## src/verilog/ppp_consts.svh

```systemverilog
// Constants for the host parallel port: offsets, fields, resets, timing
`ifndef PPP_CONSTS_SVH
`define PPP_CONSTS_SVH
`define PPP_LOWER_BYTES    4'd8
`define PPP_UPPER_BYTES    4'd4
`define PPP_OFF_DATA       3'h0
`define PPP_OFF_STATUS     3'h1
`define PPP_OFF_CONTROL    3'h2
`define PPP_OFF_EPP_ADDR   3'h3
`define PPP_OFF_EPP_DATA0  3'h4
`define PPP_OFF_FIFO       2'h0
`define PPP_OFF_CNFGB      2'h1
`define PPP_OFF_EXT_CTRL   2'h2
`define PPP_UPPER_DIST     12'h400
`define PPP_MODE_SPP       3'h0
`define PPP_MODE_BIDIR     3'h1
`define PPP_MODE_ECP       3'h3
`define PPP_MODE_EPP       3'h4
`define PPP_MODE_CFG       3'h7
`define PPP_CTRL_IRQ_EN    4
`define PPP_CTRL_DIR       5
`define PPP_STAT_INT       2
`define PPP_STAT_TMO       0
`define PPP_CTRL_RESET     8'h00
`define PPP_EXT_RESET      8'h01
`define PPP_CNFGA_VALUE    8'h90
`define PPP_CLK_MHZ        250
`define PPP_EPP_TMO_US     10
`define PPP_EPP_TMO_CYC    (`PPP_EPP_TMO_US * `PPP_CLK_MHZ)
`define PPP_FIFO_DEPTH     16
`define PPP_FIFO_THRESH    8
`endif

```

## src/verilog/ppp_pkg.sv

```systemverilog
// Types shared by the host parallel port
package ppp_pkg;
  typedef struct packed {
    logic       wr;   // Write strobe, one cycle
    logic       rd;   // Read strobe, one cycle
    logic       upper; // 1 selects upper block
    logic [2:0] addr; // Byte offset within block
    logic [7:0] wdata;
  } ppp_req_t;
  typedef struct packed {
    logic       ack;  // Access finished, one cycle
    logic [7:0] rdata;
  } ppp_rsp_t;
  typedef struct packed {
    logic busy;
    logic ack_n;
    logic pe;
    logic slct;
    logic err_n;
  } ppp_stat_t;
  typedef enum logic [1:0] {
    PPP_IDLE  = 2'b00,
    PPP_STRB  = 2'b01,
    PPP_DONE  = 2'b10
  } ppp_epp_state_t;
endpackage

```

## src/verilog/ppp_port.sv

```systemverilog
// Host IEEE 1284 parallel port: SPP, bidirectional, EPP and ECP receive path
`timescale 1ns/1ps
`default_nettype none
`include "ppp_consts.svh"
module ppp_port import ppp_pkg::*; (
  input  wire logic      clk,             // 250 MHz system clock
  input  wire logic      rst_b,           // Asynchronous reset, active low
  input  wire ppp_req_t  req,             // Register access request
  output ppp_rsp_t       rsp,             // Register access answer
  output logic           irq_reg,         // Port interrupt, active high level
  input  wire logic [7:0] port_data_lines_in, // Data pin levels
  output logic [7:0]     port_data_lines_out, // Data pin drive
  output logic           port_data_lines_oe,  // High while driving data pins
  input  wire ppp_stat_t stat_in,         // Peripheral status pins
  output logic           data_strobe_out_n,   // Strobe / EPP write
  output logic           data_strobe_oe,      // Strobe drive enable
  output logic           autofeed_out_n,      // Autofeed / EPP data strobe
  output logic           autofeed_oe,         // Autofeed drive enable
  output logic           init_out_n,          // Init
  output logic           init_oe,             // Init drive enable
  output logic           select_in_out_n,     // Select-in / EPP address strobe
  output logic           select_in_oe,        // Select-in drive enable
  output logic [7:0]     rx_fifo_data,        // Receive FIFO head byte
  output logic           rx_fifo_valid,       // Receive FIFO not empty
  input  wire logic      rx_fifo_pop,         // Consumer takes head byte
  input  wire logic [7:0] ecp_rx_byte,        // Byte from ECP receive engine
  input  wire logic      ecp_rx_is_cmd,       // Byte is a run-length count
  input  wire logic      ecp_rx_valid,        // Byte strobe from ECP engine
  output logic           ecp_rx_ready         // High when a byte may be offered
);
  // Register state
  logic [7:0] port_data_reg, port_data_next;
  logic [7:0] port_control_reg, port_control_next;
  logic [7:0] extended_control_reg, extended_control_next;
  logic       int_pend_reg, int_pend_next;
  logic       tmo_reg, tmo_next;
  logic       ack_last_reg, ack_last_next;
  logic       wait_last_reg, wait_last_next;
  ppp_rsp_t   rsp_next;
  // EPP engine state
  ppp_epp_state_t epp_st_reg, epp_st_next;
  logic [11:0] epp_cnt_reg, epp_cnt_next;
  logic        epp_wr_reg, epp_wr_next;
  logic        epp_addr_reg, epp_addr_next;
  logic [7:0]  epp_byte_reg, epp_byte_next;
  // ECP receive FIFO with run-length expansion
  logic [7:0] fifo_mem [0:`PPP_FIFO_DEPTH-1];
  logic [3:0] wr_ptr_reg, wr_ptr_next, rd_ptr_reg, rd_ptr_next;
  logic [4:0] fill_reg, fill_next;
  logic [7:0] rle_cnt_reg, rle_cnt_next;
  logic [7:0] rle_byte_reg, rle_byte_next;
  logic       rle_busy_reg, rle_busy_next;
  logic       push, pop;
  logic [2:0] mode;
  logic       epp_mode, wait_rise, ack_rise;
  logic [7:0] status_val;

  assign mode     = extended_control_reg[7:5];
  assign epp_mode = (mode == `PPP_MODE_EPP);
  // Wait sits on the busy pin in EPP mode
  assign wait_rise = stat_in.busy & ~wait_last_reg;
  // Acknowledge doubles as peripheral interrupt in EPP mode
  assign ack_rise  = stat_in.ack_n & ~ack_last_reg;
  // Bit 2 is active low, bit 1 always one, bit 0 timeout only in EPP
  assign status_val = {~stat_in.busy, stat_in.ack_n, stat_in.pe, stat_in.slct,
                       stat_in.err_n, ~int_pend_reg, 1'b1, epp_mode ? tmo_reg : 1'b1};

  // Decode of lower-block EPP register offsets, used by read and write
  function automatic logic is_epp_off(input logic [2:0] a);
    is_epp_off = (a >= `PPP_OFF_EPP_ADDR);
  endfunction

  // Register file and read path; lower block 8 bytes, upper 4 bytes
  always_comb begin
    port_data_next        = port_data_reg;
    port_control_next     = port_control_reg;
    extended_control_next = extended_control_reg;
    int_pend_next         = int_pend_reg;
    tmo_next              = tmo_reg;
    rsp_next              = '0;
    ack_last_next         = stat_in.ack_n;
    wait_last_next        = stat_in.busy;
    if (req.wr && !req.upper) begin
      if (req.addr == `PPP_OFF_DATA) begin
        port_data_next = req.wdata;
      end else if (req.addr == `PPP_OFF_CONTROL) begin
        port_control_next = {2'b00, req.wdata[5:0]};
      end
    end
    if (req.wr && req.upper && req.addr[1:0] == `PPP_OFF_EXT_CTRL) begin
      // Low bits are fixed at 00001 whatever is written; mode selects
      extended_control_next = {req.wdata[7:5], 5'b00001};
    end
    // Reads that do not start an EPP cycle answer at once
    if (req.rd && (req.upper || !(epp_mode && is_epp_off(req.addr)))) begin
      rsp_next.ack = 1'b1;
      if (!req.upper) begin
        case (req.addr)
          `PPP_OFF_DATA:    rsp_next.rdata = port_data_lines_in;
          `PPP_OFF_STATUS:  rsp_next.rdata = status_val;
          `PPP_OFF_CONTROL: rsp_next.rdata = {2'b00, port_control_reg[5:4],
                                              ~select_in_out_n, init_out_n,
                                              ~autofeed_out_n, ~data_strobe_out_n};
          default:          rsp_next.rdata = 8'h00;
        endcase
      end else begin
        case (req.addr[1:0])
          `PPP_OFF_FIFO:     rsp_next.rdata = (mode == `PPP_MODE_CFG) ?
                                              `PPP_CNFGA_VALUE : 8'h00;
          `PPP_OFF_CNFGB:    rsp_next.rdata = {1'b0, irq_reg, 6'h00};
          `PPP_OFF_EXT_CTRL: rsp_next.rdata = {mode, 2'b00,
                                               fill_reg >= `PPP_FIFO_THRESH,
                                               fill_reg == `PPP_FIFO_DEPTH,
                                               fill_reg == 5'h00};
          default:           rsp_next.rdata = 8'h00;
        endcase
      end
      if (!req.upper && req.addr == `PPP_OFF_STATUS) begin
        int_pend_next = 1'b0;
        if (epp_mode) begin
          tmo_next = 1'b0;
        end
      end
    end
    if (req.wr) begin
      rsp_next.ack = !(epp_mode && !req.upper && is_epp_off(req.addr));
    end
    // Sets follow clears so a same-cycle event is kept
    if (ack_rise && port_control_reg[`PPP_CTRL_IRQ_EN]) begin
      int_pend_next = 1'b1;
    end
    if (epp_mode && !wait_rise && epp_st_reg == PPP_STRB && epp_cnt_reg == 12'd0) begin
      tmo_next = 1'b1;
    end
    if (epp_st_reg == PPP_DONE) begin
      rsp_next.ack   = 1'b1;
      rsp_next.rdata = epp_byte_reg;
    end
  end

  // EPP cycle engine; timer only runs in EPP mode
  always_comb begin
    epp_st_next   = epp_st_reg;
    epp_cnt_next  = epp_cnt_reg;
    epp_wr_next   = epp_wr_reg;
    epp_addr_next = epp_addr_reg;
    epp_byte_next = epp_byte_reg;
    case (epp_st_reg)
      PPP_IDLE: begin
        if (epp_mode && !req.upper && is_epp_off(req.addr) && (req.wr || req.rd)) begin
          epp_st_next   = PPP_STRB;
          epp_wr_next   = req.wr;
          epp_addr_next = (req.addr == `PPP_OFF_EPP_ADDR);
          epp_byte_next = req.wdata;
          epp_cnt_next  = 12'(`PPP_EPP_TMO_CYC - 1);
        end
      end
      PPP_STRB: begin
        if (!epp_mode) begin
          epp_st_next = PPP_IDLE;
        end else if (wait_rise) begin
          if (!epp_wr_reg) begin
            epp_byte_next = port_data_lines_in;
          end
          epp_st_next = PPP_DONE;
        end else if (epp_cnt_reg == 12'd0) begin
          epp_byte_next = 8'hff; // Aborted read returns all ones
          epp_st_next   = PPP_DONE;
        end else begin
          epp_cnt_next = epp_cnt_reg - 12'd1;
        end
      end
      PPP_DONE: epp_st_next = PPP_IDLE;
      default:  epp_st_next = PPP_IDLE;
    endcase
  end

  // ECP receive: a count byte repeats the next data byte count+1 times
  always_comb begin
    rle_cnt_next  = rle_cnt_reg;
    rle_byte_next = rle_byte_reg;
    rle_busy_next = rle_busy_reg;
    push          = 1'b0;
    if (rle_busy_reg) begin
      push = (fill_reg != `PPP_FIFO_DEPTH);
      if (push) begin
        rle_cnt_next  = (rle_cnt_reg != 8'd0) ? rle_cnt_reg - 8'd1 : 8'd0;
        rle_busy_next = (rle_cnt_reg != 8'd0);
      end
    end else if (ecp_rx_valid && ecp_rx_ready) begin
      if (ecp_rx_is_cmd) begin
        rle_cnt_next = {1'b0, ecp_rx_byte[6:0]};
      end else begin
        rle_byte_next = ecp_rx_byte;
        rle_busy_next = 1'b1; // Count zero still writes once
      end
    end
    pop         = rx_fifo_pop && (fill_reg != 5'h00);
    wr_ptr_next = wr_ptr_reg + {3'b000, push};
    rd_ptr_next = rd_ptr_reg + {3'b000, pop};
    fill_next   = fill_reg + {4'h0, push} - {4'h0, pop};
  end

  // Port pin drive; control pins push-pull in EPP, open-drain style otherwise
  logic [7:0] pd_out_next;
  logic       pd_oe_next, strb_next, afd_next, init_next, select_in_out_n_next;
  logic       strb_oe_next, afd_oe_next, init_oe_next, select_in_out_n_oe_next;
  logic       cycle_act;
  always_comb begin
    cycle_act   = epp_mode && (epp_st_reg == PPP_STRB);
    pd_out_next = cycle_act ? epp_byte_reg : port_data_next;
    // Compatibility mode always drives; an EPP cycle drives only for writes; others follow direction bit
    if (cycle_act) begin
      pd_oe_next = epp_wr_reg;
    end else if (mode == `PPP_MODE_SPP) begin
      pd_oe_next = 1'b1;
    end else begin
      pd_oe_next = ~port_control_next[`PPP_CTRL_DIR];
    end
    // EPP cycle forces write, data and address strobes
    strb_next = ~(port_control_next[0] | (cycle_act & epp_wr_reg));
    afd_next  = ~(port_control_next[1] | (cycle_act & ~epp_addr_reg));
    init_next = port_control_next[2];
    select_in_out_n_next = ~(port_control_next[3] | (cycle_act & epp_addr_reg));
    strb_oe_next = epp_mode | ~strb_next;
    afd_oe_next  = epp_mode | ~afd_next;
    init_oe_next = epp_mode | ~init_next;
    select_in_out_n_oe_next = epp_mode | ~select_in_out_n_next;
  end

  // Registers; reset puts the port in compatibility mode
  always_ff @(posedge clk or negedge rst_b) begin
    if (!rst_b) begin
      port_data_reg        <= 8'h00;
      port_control_reg     <= `PPP_CTRL_RESET;
      extended_control_reg <= `PPP_EXT_RESET;
      int_pend_reg  <= 1'b0;
      tmo_reg       <= 1'b0;
      ack_last_reg  <= 1'b1;
      wait_last_reg <= 1'b1;
      rsp           <= '0;
      epp_st_reg    <= PPP_IDLE;
      epp_cnt_reg   <= 12'd0;
      epp_wr_reg    <= 1'b0;
      epp_addr_reg  <= 1'b0;
      epp_byte_reg  <= 8'h00;
      wr_ptr_reg    <= 4'h0;
      rd_ptr_reg    <= 4'h0;
      fill_reg      <= 5'h00;
      rle_cnt_reg   <= 8'h00;
      rle_byte_reg  <= 8'h00;
      rle_busy_reg  <= 1'b0;
      irq_reg       <= 1'b0;
      port_data_lines_out <= 8'h00;
      port_data_lines_oe  <= 1'b1;
      data_strobe_out_n <= 1'b1;
      autofeed_out_n    <= 1'b1;
      init_out_n        <= 1'b1;
      select_in_out_n   <= 1'b1;
      data_strobe_oe    <= 1'b0;
      autofeed_oe       <= 1'b0;
      init_oe           <= 1'b0;
      select_in_oe      <= 1'b0;
      rx_fifo_data      <= 8'h00;
      rx_fifo_valid     <= 1'b0;
      ecp_rx_ready      <= 1'b0;
    end else begin
      port_data_reg        <= port_data_next;
      port_control_reg     <= port_control_next;
      extended_control_reg <= extended_control_next;
      int_pend_reg  <= int_pend_next;
      tmo_reg       <= tmo_next;
      ack_last_reg  <= ack_last_next;
      wait_last_reg <= wait_last_next;
      rsp           <= rsp_next;
      epp_st_reg    <= epp_st_next;
      epp_cnt_reg   <= epp_cnt_next;
      epp_wr_reg    <= epp_wr_next;
      epp_addr_reg  <= epp_addr_next;
      epp_byte_reg  <= epp_byte_next;
      wr_ptr_reg    <= wr_ptr_next;
      rd_ptr_reg    <= rd_ptr_next;
      fill_reg      <= fill_next;
      rle_cnt_reg   <= rle_cnt_next;
      rle_byte_reg  <= rle_byte_next;
      rle_busy_reg  <= rle_busy_next;
      // Interrupt gated by enable bit
      irq_reg <= int_pend_next & port_control_next[`PPP_CTRL_IRQ_EN];
      port_data_lines_out <= pd_out_next;
      port_data_lines_oe  <= pd_oe_next;
      data_strobe_out_n <= strb_next;
      autofeed_out_n    <= afd_next;
      init_out_n        <= init_next;
      select_in_out_n   <= select_in_out_n_next;
      data_strobe_oe    <= strb_oe_next;
      autofeed_oe       <= afd_oe_next;
      init_oe           <= init_oe_next;
      select_in_oe      <= select_in_out_n_oe_next;
      rx_fifo_data      <= (push && rd_ptr_next == wr_ptr_reg) ? rle_byte_reg
                                                               : fifo_mem[rd_ptr_next];
      rx_fifo_valid     <= (fill_next != 5'h00);
      // Only offer intake in ECP mode while no expansion is running
      ecp_rx_ready <= (mode == `PPP_MODE_ECP) & ~rle_busy_next;
    end
  end

  // FIFO storage has no reset; contents are qualified by the fill count
  always_ff @(posedge clk) begin
    if (push) begin
      fifo_mem[wr_ptr_reg] <= rle_byte_reg;
    end
  end
endmodule
`default_nettype wire

```

## config.mk

```make
export PLATFORM = sky130hd
export DESIGN_NAME = ppp_port
export DESIGN_NICKNAME = d
export VERILOG_FILES = /design/src/verilog/ppp_pkg.sv /design/src/verilog/ppp_port.sv
export VERILOG_INCLUDE_DIRS = /design/src /design/src/verilog
export SDC_FILE = /design/constraint.sdc
export NUM_CORES = 1
export LEC_CHECK = 0
export CORE_MARGIN = 1.5
export CORE_UTILIZATION = 35
export CTS_BUF_LIST = sky130_fd_sc_hd__clkbuf_8
export CTS_CLUSTER_DIAMETER = 150
export DETAILED_ROUTE_END_ITERATION = 7
export DONT_BUFFER_PORTS = 1
export GPL_ROUTABILITY_DRIVEN = 0
export GPL_TIMING_DRIVEN = 0
export PLACE_DENSITY = 0.56
export SYNTH_ARGS = -nofsm -noshare
export SYNTH_HDL_FRONTEND = slang
export SYNTH_SLANG_ARGS = --single-unit
```

## constraint.sdc

```tcl
create_clock -name clk -period 3.85 [get_ports clk]
set_input_delay 1.155 -clock clk [delete_from_list [all_inputs] [get_ports clk]]
set_output_delay 1.155 -clock clk [all_outputs]
set_load 0.02 [all_outputs]
```

* Yosys cells after proc, flatten, opt, wreduce, memory -nomap -nowiden *
Memories as Yosys holds them, arrays and structs flattened. A register that Yosys moved wholly into a read port is not among the register bits.
Cells that the tools add are included.

storage, ports and cells
  bits in registers = 104
  RAM bits = 128
  input port bits = 40
  output and inout bits = 37
  memories = 1

cells by class
  add/sub/neg operators = 6
  order comparisons = 2
  eq/ne operators = 20
  mux-type cells = 51
  bitwise gates (word level) = 30
  reductions and logical operators = 45

memory list
  memory    depth  width  rd ports  clocked after Yosys merged registers in  write ports  line            text
  fifo_mem  16     8      1         1                                        1            ppp_port.sv:47  logic [7:0] fifo_mem [0:`PPP_FIFO_DEPTH-1];

operators with widths
  kind                                                                   number
  8-bit two-way mux                                                      15
  12-bit two-way mux                                                     4
  8-bit case mux with 3 select lines                                     2
  12-bit case mux with 2 select lines                                    1
  1-bit two-way mux                                                      18
  6-bit two-way mux                                                      3
  9-bit two-way mux                                                      2
  1-bit logical AND                                                      16
  1-bit NOT                                                              16
  8-bit case mux with 2 select lines                                     1
  12-bit zero test                                                       1
  2-bit nonzero test                                                     6
  12-bit by 1-bit subtractor with 12-bit output (second input constant)  1
  5-bit AND reduction                                                    2
  5-bit nonzero test                                                     2
  3-bit by 2-bit == test with 1-bit output (second input constant)       3
  3-bit AND reduction                                                    3
  4-bit by 1-bit adder with 4-bit output                                 2
  2-bit two-way mux                                                      4
  2-bit != test (second input constant)                                  4
  8-bit nonzero test                                                     1
  8-bit by 1-bit subtractor with 8-bit output (second input constant)    1
  1-bit bitwise AND                                                      7
  1-bit bitwise OR                                                       7
  other kinds (20)                                                       32

* Logic depth before layout (Yosys ltp) *
  depth in word-level cells = 8
  gate-level depth with buffers = 13
  depth with buffers taken out = 12

* Worst setup path before layout *
OpenSTA, ideal clock, no wires.

  path type = input to register
  start = input port req[8] in the netlist's numbering
  end = register epp_byte_reg[0]
  data arrival time = 2.739 ns
  setup slack = 0.976 ns
  stages = 9
  buffers on the path = 3
  cells stage by stage = clkbuf_1 > a21oi_1 > or3_4 > nor4_2 > buf_2 > a21oi_1 > buf_2 > nand2_1 > o21ai_1

between the ends
  longest elaborated chain between the ends = 5

ends and longest elaborated chain
  item                                                             line             text
  start, declared                                                  ppp_port.sv:8    input wire ppp_req_t req,
  3-bit by 2-bit >= comparator with 1-bit output (no source line)  --
  1-bit logical AND (2 in series)                                  ppp_port.sv:150  if (epp_mode && !req.upper && is_epp_off(req.addr) && (req.wr || req.rd)) begin
  2-bit != test (no source line)                                   --
  5-bit AND reduction (no source line)                             --
  end signal, assigned                                             ppp_port.sv:280  epp_byte_reg <= epp_byte_next;
  end, declared                                                    ppp_port.sv:45   logic [7:0] epp_byte_reg, epp_byte_next;

Every way passes these cells.
A chain may end at the register's enable or synchronous reset.

* Worst setup path in the final report *
  start = register fill_reg[2]
  end = register rx_fifo_data[7] (read register of fifo_mem)

between the ends
  longest elaborated chain between the ends = 3

ends and longest elaborated chain
  item                                    line             text
  start, declared                         ppp_port.sv:49   logic [4:0] fill_reg, fill_next;
  start signal, assigned                  ppp_port.sv:283  fill_reg <= fill_next;
  5-bit nonzero test                      ppp_port.sv:198  pop = rx_fifo_pop && (fill_reg != 5'h00);
  1-bit logical AND                       ppp_port.sv:198
  4-bit by 1-bit adder with 4-bit output  ppp_port.sv:200  rd_ptr_next = rd_ptr_reg + {3'b000, pop};
  end, declared                           ppp_port.sv:23   output logic [7:0] rx_fifo_data,

Every way passes these cells.

==> reports/results.tsv <==
stage	metric	value	unit
logic_synthesis	#FFs+latches synth	240	
timing	final setup fails	0	
logic_synthesis	top post-synthesis cells by area	edfxtp_1 37%, dfrtp_1 25%, nand3_1 5.2%, o21ai_0 3.5%, mux2_2 2.6%	
worst_setup_path	crit path to	rx_fifo_data[7]$_DFF_PN0_	
routing	routed len/inst	20.35	um
hold_path	worst min path class	in2async	
cells_and_area	# diodes	0	
worst_setup_path	CP startpoint kind	flip-flop	
worst_setup_path	Setup crit start	fill_reg[2]$_DFF_PN0_	
timing	final hold vios	0	
clock_tree	TritonCTS Buffers	42	
routing	final antenna-violating net count	0	
clock_tree	CTS clk-pin slew, worst paths	0.07	ns
logic_synthesis	Synth Instances	882	
grt	number of global-route vias before repair	7247	
floorplan	Die Wd	175.2	um
logic_synthesis	Mapped Nets	936	
status	status	completed	
floorplan	FP Rows	62	
clock_tree	Clock Root Buffer	clkbuf_8	
logic_synthesis	post-synthesis simple-gate area fraction	14.68	%
worst_setup_path	CP Depth	12	
pwr	PwrDens	768.5	nW/um2
routing	via count	7328	
clock_tree	clk buf depth	3	
timing	Max Transition Viols Final	0	
floorplan	Starting Density	35.86	%
timing	post-layout min period	3.477	ns
logic_synthesis	Seq/Total Area, Yosys	64.15	%
worst_setup_path	flop-to-flop setup slack	0.37	ns
grt	Total GRT Usage	18.02	%
logic_synthesis	Synth Warn #	0	
worst_setup_path	CP max-delay cell	nor4b_4	
grt	initial antenna violation count	0	
floorplan	die height	175.2	um
clock_tree	Clock Latency Late Sink	0.57	ns
worst_setup_path	Crit path max-delay family	simple AND/OR/NAND/NOR gates	
worst_setup_path	Worst R2R Start	fill_reg[2]$_DFF_PN0_	
cells_and_area	area grow syn2layout	13.12	%
routing	TritonRoute pass-1 iters	6	
worst_setup_path	crit path kind	reg2reg	
pwr	VDD IR max	0.3113	mV
grt	total grt overflow	0	
logic_synthesis	top cell type's share of synthesized area	37.05	%
logic_synthesis	asr flop ratio synth	46.67	%
clock_tree	CTS Hold Buffers Added	0	
clock_tree	CTS HTree Levels	2	
job	Max-Cap Viols	0	
logic_synthesis	Post-synth EDFFs	128	
logic_synthesis	XOR/XNOR share of the synthesized area	1.809	%
routing	DR iter-0 viols	772	
timing	fin crit share	90.30	%
timing	Worst Tran Pin Value	1.358	ns
logic_synthesis	Compound-Gate Fraction of Synth Area	10.48	%
worst_setup_path	CP cell instances	inv_1, ha_1, nor4b_4, nor3_1, ha_1, xnor2_1, and2_1, buf_1, clkbuf_2, nand3_1, nand4_1, a31oi_1	
routing	via/cell ratio	5.452	
logic_synthesis	main combinational cell family by area after synthesis	simple AND/OR/NAND/NOR gates	
timing	RSZ-0062 raised after global routing	false	
logic_synthesis	dominant synthesized flop cell	edfxtp_1	
placed_design	DP Area	10900	um2
logic_synthesis	synthesized area per cell	11.76	um2
floorplan	core region area	28940	um2
logic_synthesis	synth unique cells	63	
clock_tree	CTS sink count	240	
worst_setup_path	critical path's most frequent cell	ha_1	
worst_setup_path	Worst Reg-to-Reg Cells	12	
cells_and_area	final non-filler cell total	1344	
worst_setup_path	WP data arrival	3.85	ns
floorplan	die area	30680	um2
logic_synthesis	mapped cell area	10370	um2
timing	Final Skew	0.05976	ns
placed_design	Inst Count DP	1268	
timing	maximum clock rate	0.2876	GHz
grt	first-pass GRT wire length	42700	um
grt	largest net degree at the start of global routing	113	
worst_setup_path	RR Endpoint	rx_fifo_data[7]$_DFF_PN0_	
cells_and_area	nets@finish	982	
clock_tree	CTS tree	done	
placed_design	I/O Buffers	0	
worst_setup_path	Worst Path Buf+Inv	3	
logic_synthesis	adder-cell share of the synthesized area	1.761	%
placed_design	detailed placement HPWL	17940	um
timing	Slew Limit Headroom	8.800	%
logic_synthesis	Synth area leader	edfxtp_1	
worst_setup_path	Critical Path RT	4.23	ns
routing	Remaining DRCs	0	
cells_and_area	fill cell count	2785	
worst_setup_path	Worst setup EP type	flip-flop	
worst_setup_path	CP max FO	10	
worst_setup_path	max incr delay on CP	0.48	ns
routing	Routed WL	27350	um
logic_synthesis	post-synthesis mux area share	4.342	%
cells_and_area	max reg flops	128	
pwr	Leakage Power	4.521	nW
floorplan	I/O pin count	77	
cells_and_area	layout cells sized above 1	11.35	%
cells_and_area	final non-filler cell area	11740	um2
[metal layers]
metal	up-vias	part of all wire [%]	routed length, um	track usage [%]
li1	3361	-	-	-
met1	3641	46	12650	26.21
met2	277	44	12170	27.00
met3	49	7.3	1993	3.960
met5	-	0	0	0
met4	0	2.0	537	5.128
[cells in the mapped netlist, drive strengths merged, types with 3 or more instances]
master,number
edfxtp,128
nand3,108
dfrtp,105
o21ai,93
nor2,67
nand2,50
clkbuf,37
a31oi,24
mux2,24
inv,23
a21oi,21
mux2i,18
nor3,17
nand4,15
buf,14
ha,13
nand2b,13
o22ai,13
xor2,11
dfstp,7
xnor2,7
nor2b,6
nor4,6
a22oi,5
and2,4
o31ai,4
a211oi,3
and3,3
nand3b,3
nor4b,3
o211ai,3
[worst reg2reg max path: stages, from the launching register on]
cell	delay (ns)
dfrtp_1	0.39
inv_1	0.10
ha_1	0.19
nor4b_4	0.48
nor3_1	0.11
ha_1	0.21
xnor2_1	0.36
and2_1	0.18
buf_1	0.43
clkbuf_2	0.36
nand3_1	0.19
nand4_1	0.18
a31oi_1	0.15
[cell families (layout without fill, tap and decap cells)]
group / count (synthesis) / in the layout
AND/OR/NAND/NOR: 307 / 307
XOR/XNOR: 19 / 19
flip-flops: 240 / 240
adder cells (fa/ha/maj): 14 / 14
buffers and inverters: 75 / 153
multiplexers: 42 / 42
AO/OA/AOI/OAI: 185 / 185
[repair_timing]
item | CTS | global route
setup buffers | 0 | 0
endpoints found under the setup margin | 4 | 7
resized for setup | 1 | 5
[layout make-up]
class	count	area, um2	share of cell area [%]
plain buffers	51	201.4	1.716
clock buffers	49	674.4	5.746
clock inverters	27	152.6	1.301
inverters	24	90.09	0.7676
multi-input cells	567	3467	29.54
flip-flops and latches	240	6655	56.71
well taps	384	480.5	4.094
repair buffers	2	15.01	0.1279
[through the flow]
step	utilization (%)	power, mW	setup slack, ns	setup TNS [ns]	hold WS (ns)
after floorplan	-	5.758	0.9757	0	0.4038
after global placement	37.52	6.650	-0.07670	-0.08949	0.4430
after detailed placement	37.65	6.731	-0.1618	-0.2847	0.4479
after CTS	40.54	9.045	0.06511	0	0.2585
after global routing	40.56	9.547	0.03584	0	0.2662
final	40.56	9.020	0.3734	0	0.2977
[where the power goes]
group          internal, mW  total (mW)  leakage, nW  switching (mW)
clock network          1.23        2.29        0.487            1.06
logic                 0.918        2.71         1.47            1.79
registers              3.44        4.02         2.56           0.571
[cells in the final DEF, fill, tap and decap left out, types with 8 or more instances in the layout]
cell type / instances
edfxtp_1: 128
nand3_1: 108
dfrtp_1: 105
o21ai_0: 73
nor2_1: 66
nand2_1: 50
clkbuf_8: 49
inv_1: 40
clkbuf_1: 35
mux2_2: 24
a31oi_1: 24
a21oi_1: 21
o21ai_1: 20
mux2i_1: 18
nor3_1: 17
nand4_1: 15
nand2b_1: 13
o22ai_1: 13
ha_1: 13
xor2_1: 11
buf_1: 8
[worst min-delay path by stage]
stage,start,end,cells after the start
after floorplan,epp_addr_reg$_DFFE_PN0P_,select_in_out_n$_DFF_PN1_,1
after global placement,epp_addr_reg$_DFFE_PN0P_,select_in_out_n$_DFF_PN1_,1
after detailed placement,epp_addr_reg$_DFFE_PN0P_,select_in_out_n$_DFF_PN1_,1
after CTS,rst_b,port_data_lines_out[0]$_DFF_PN0_,0
after global routing,rst_b,rsp[0]$_DFF_PN0_,0
final,rst_b,rsp[0]$_DFF_PN0_,0
No activity file was read; power rests on OpenSTA's default activity.
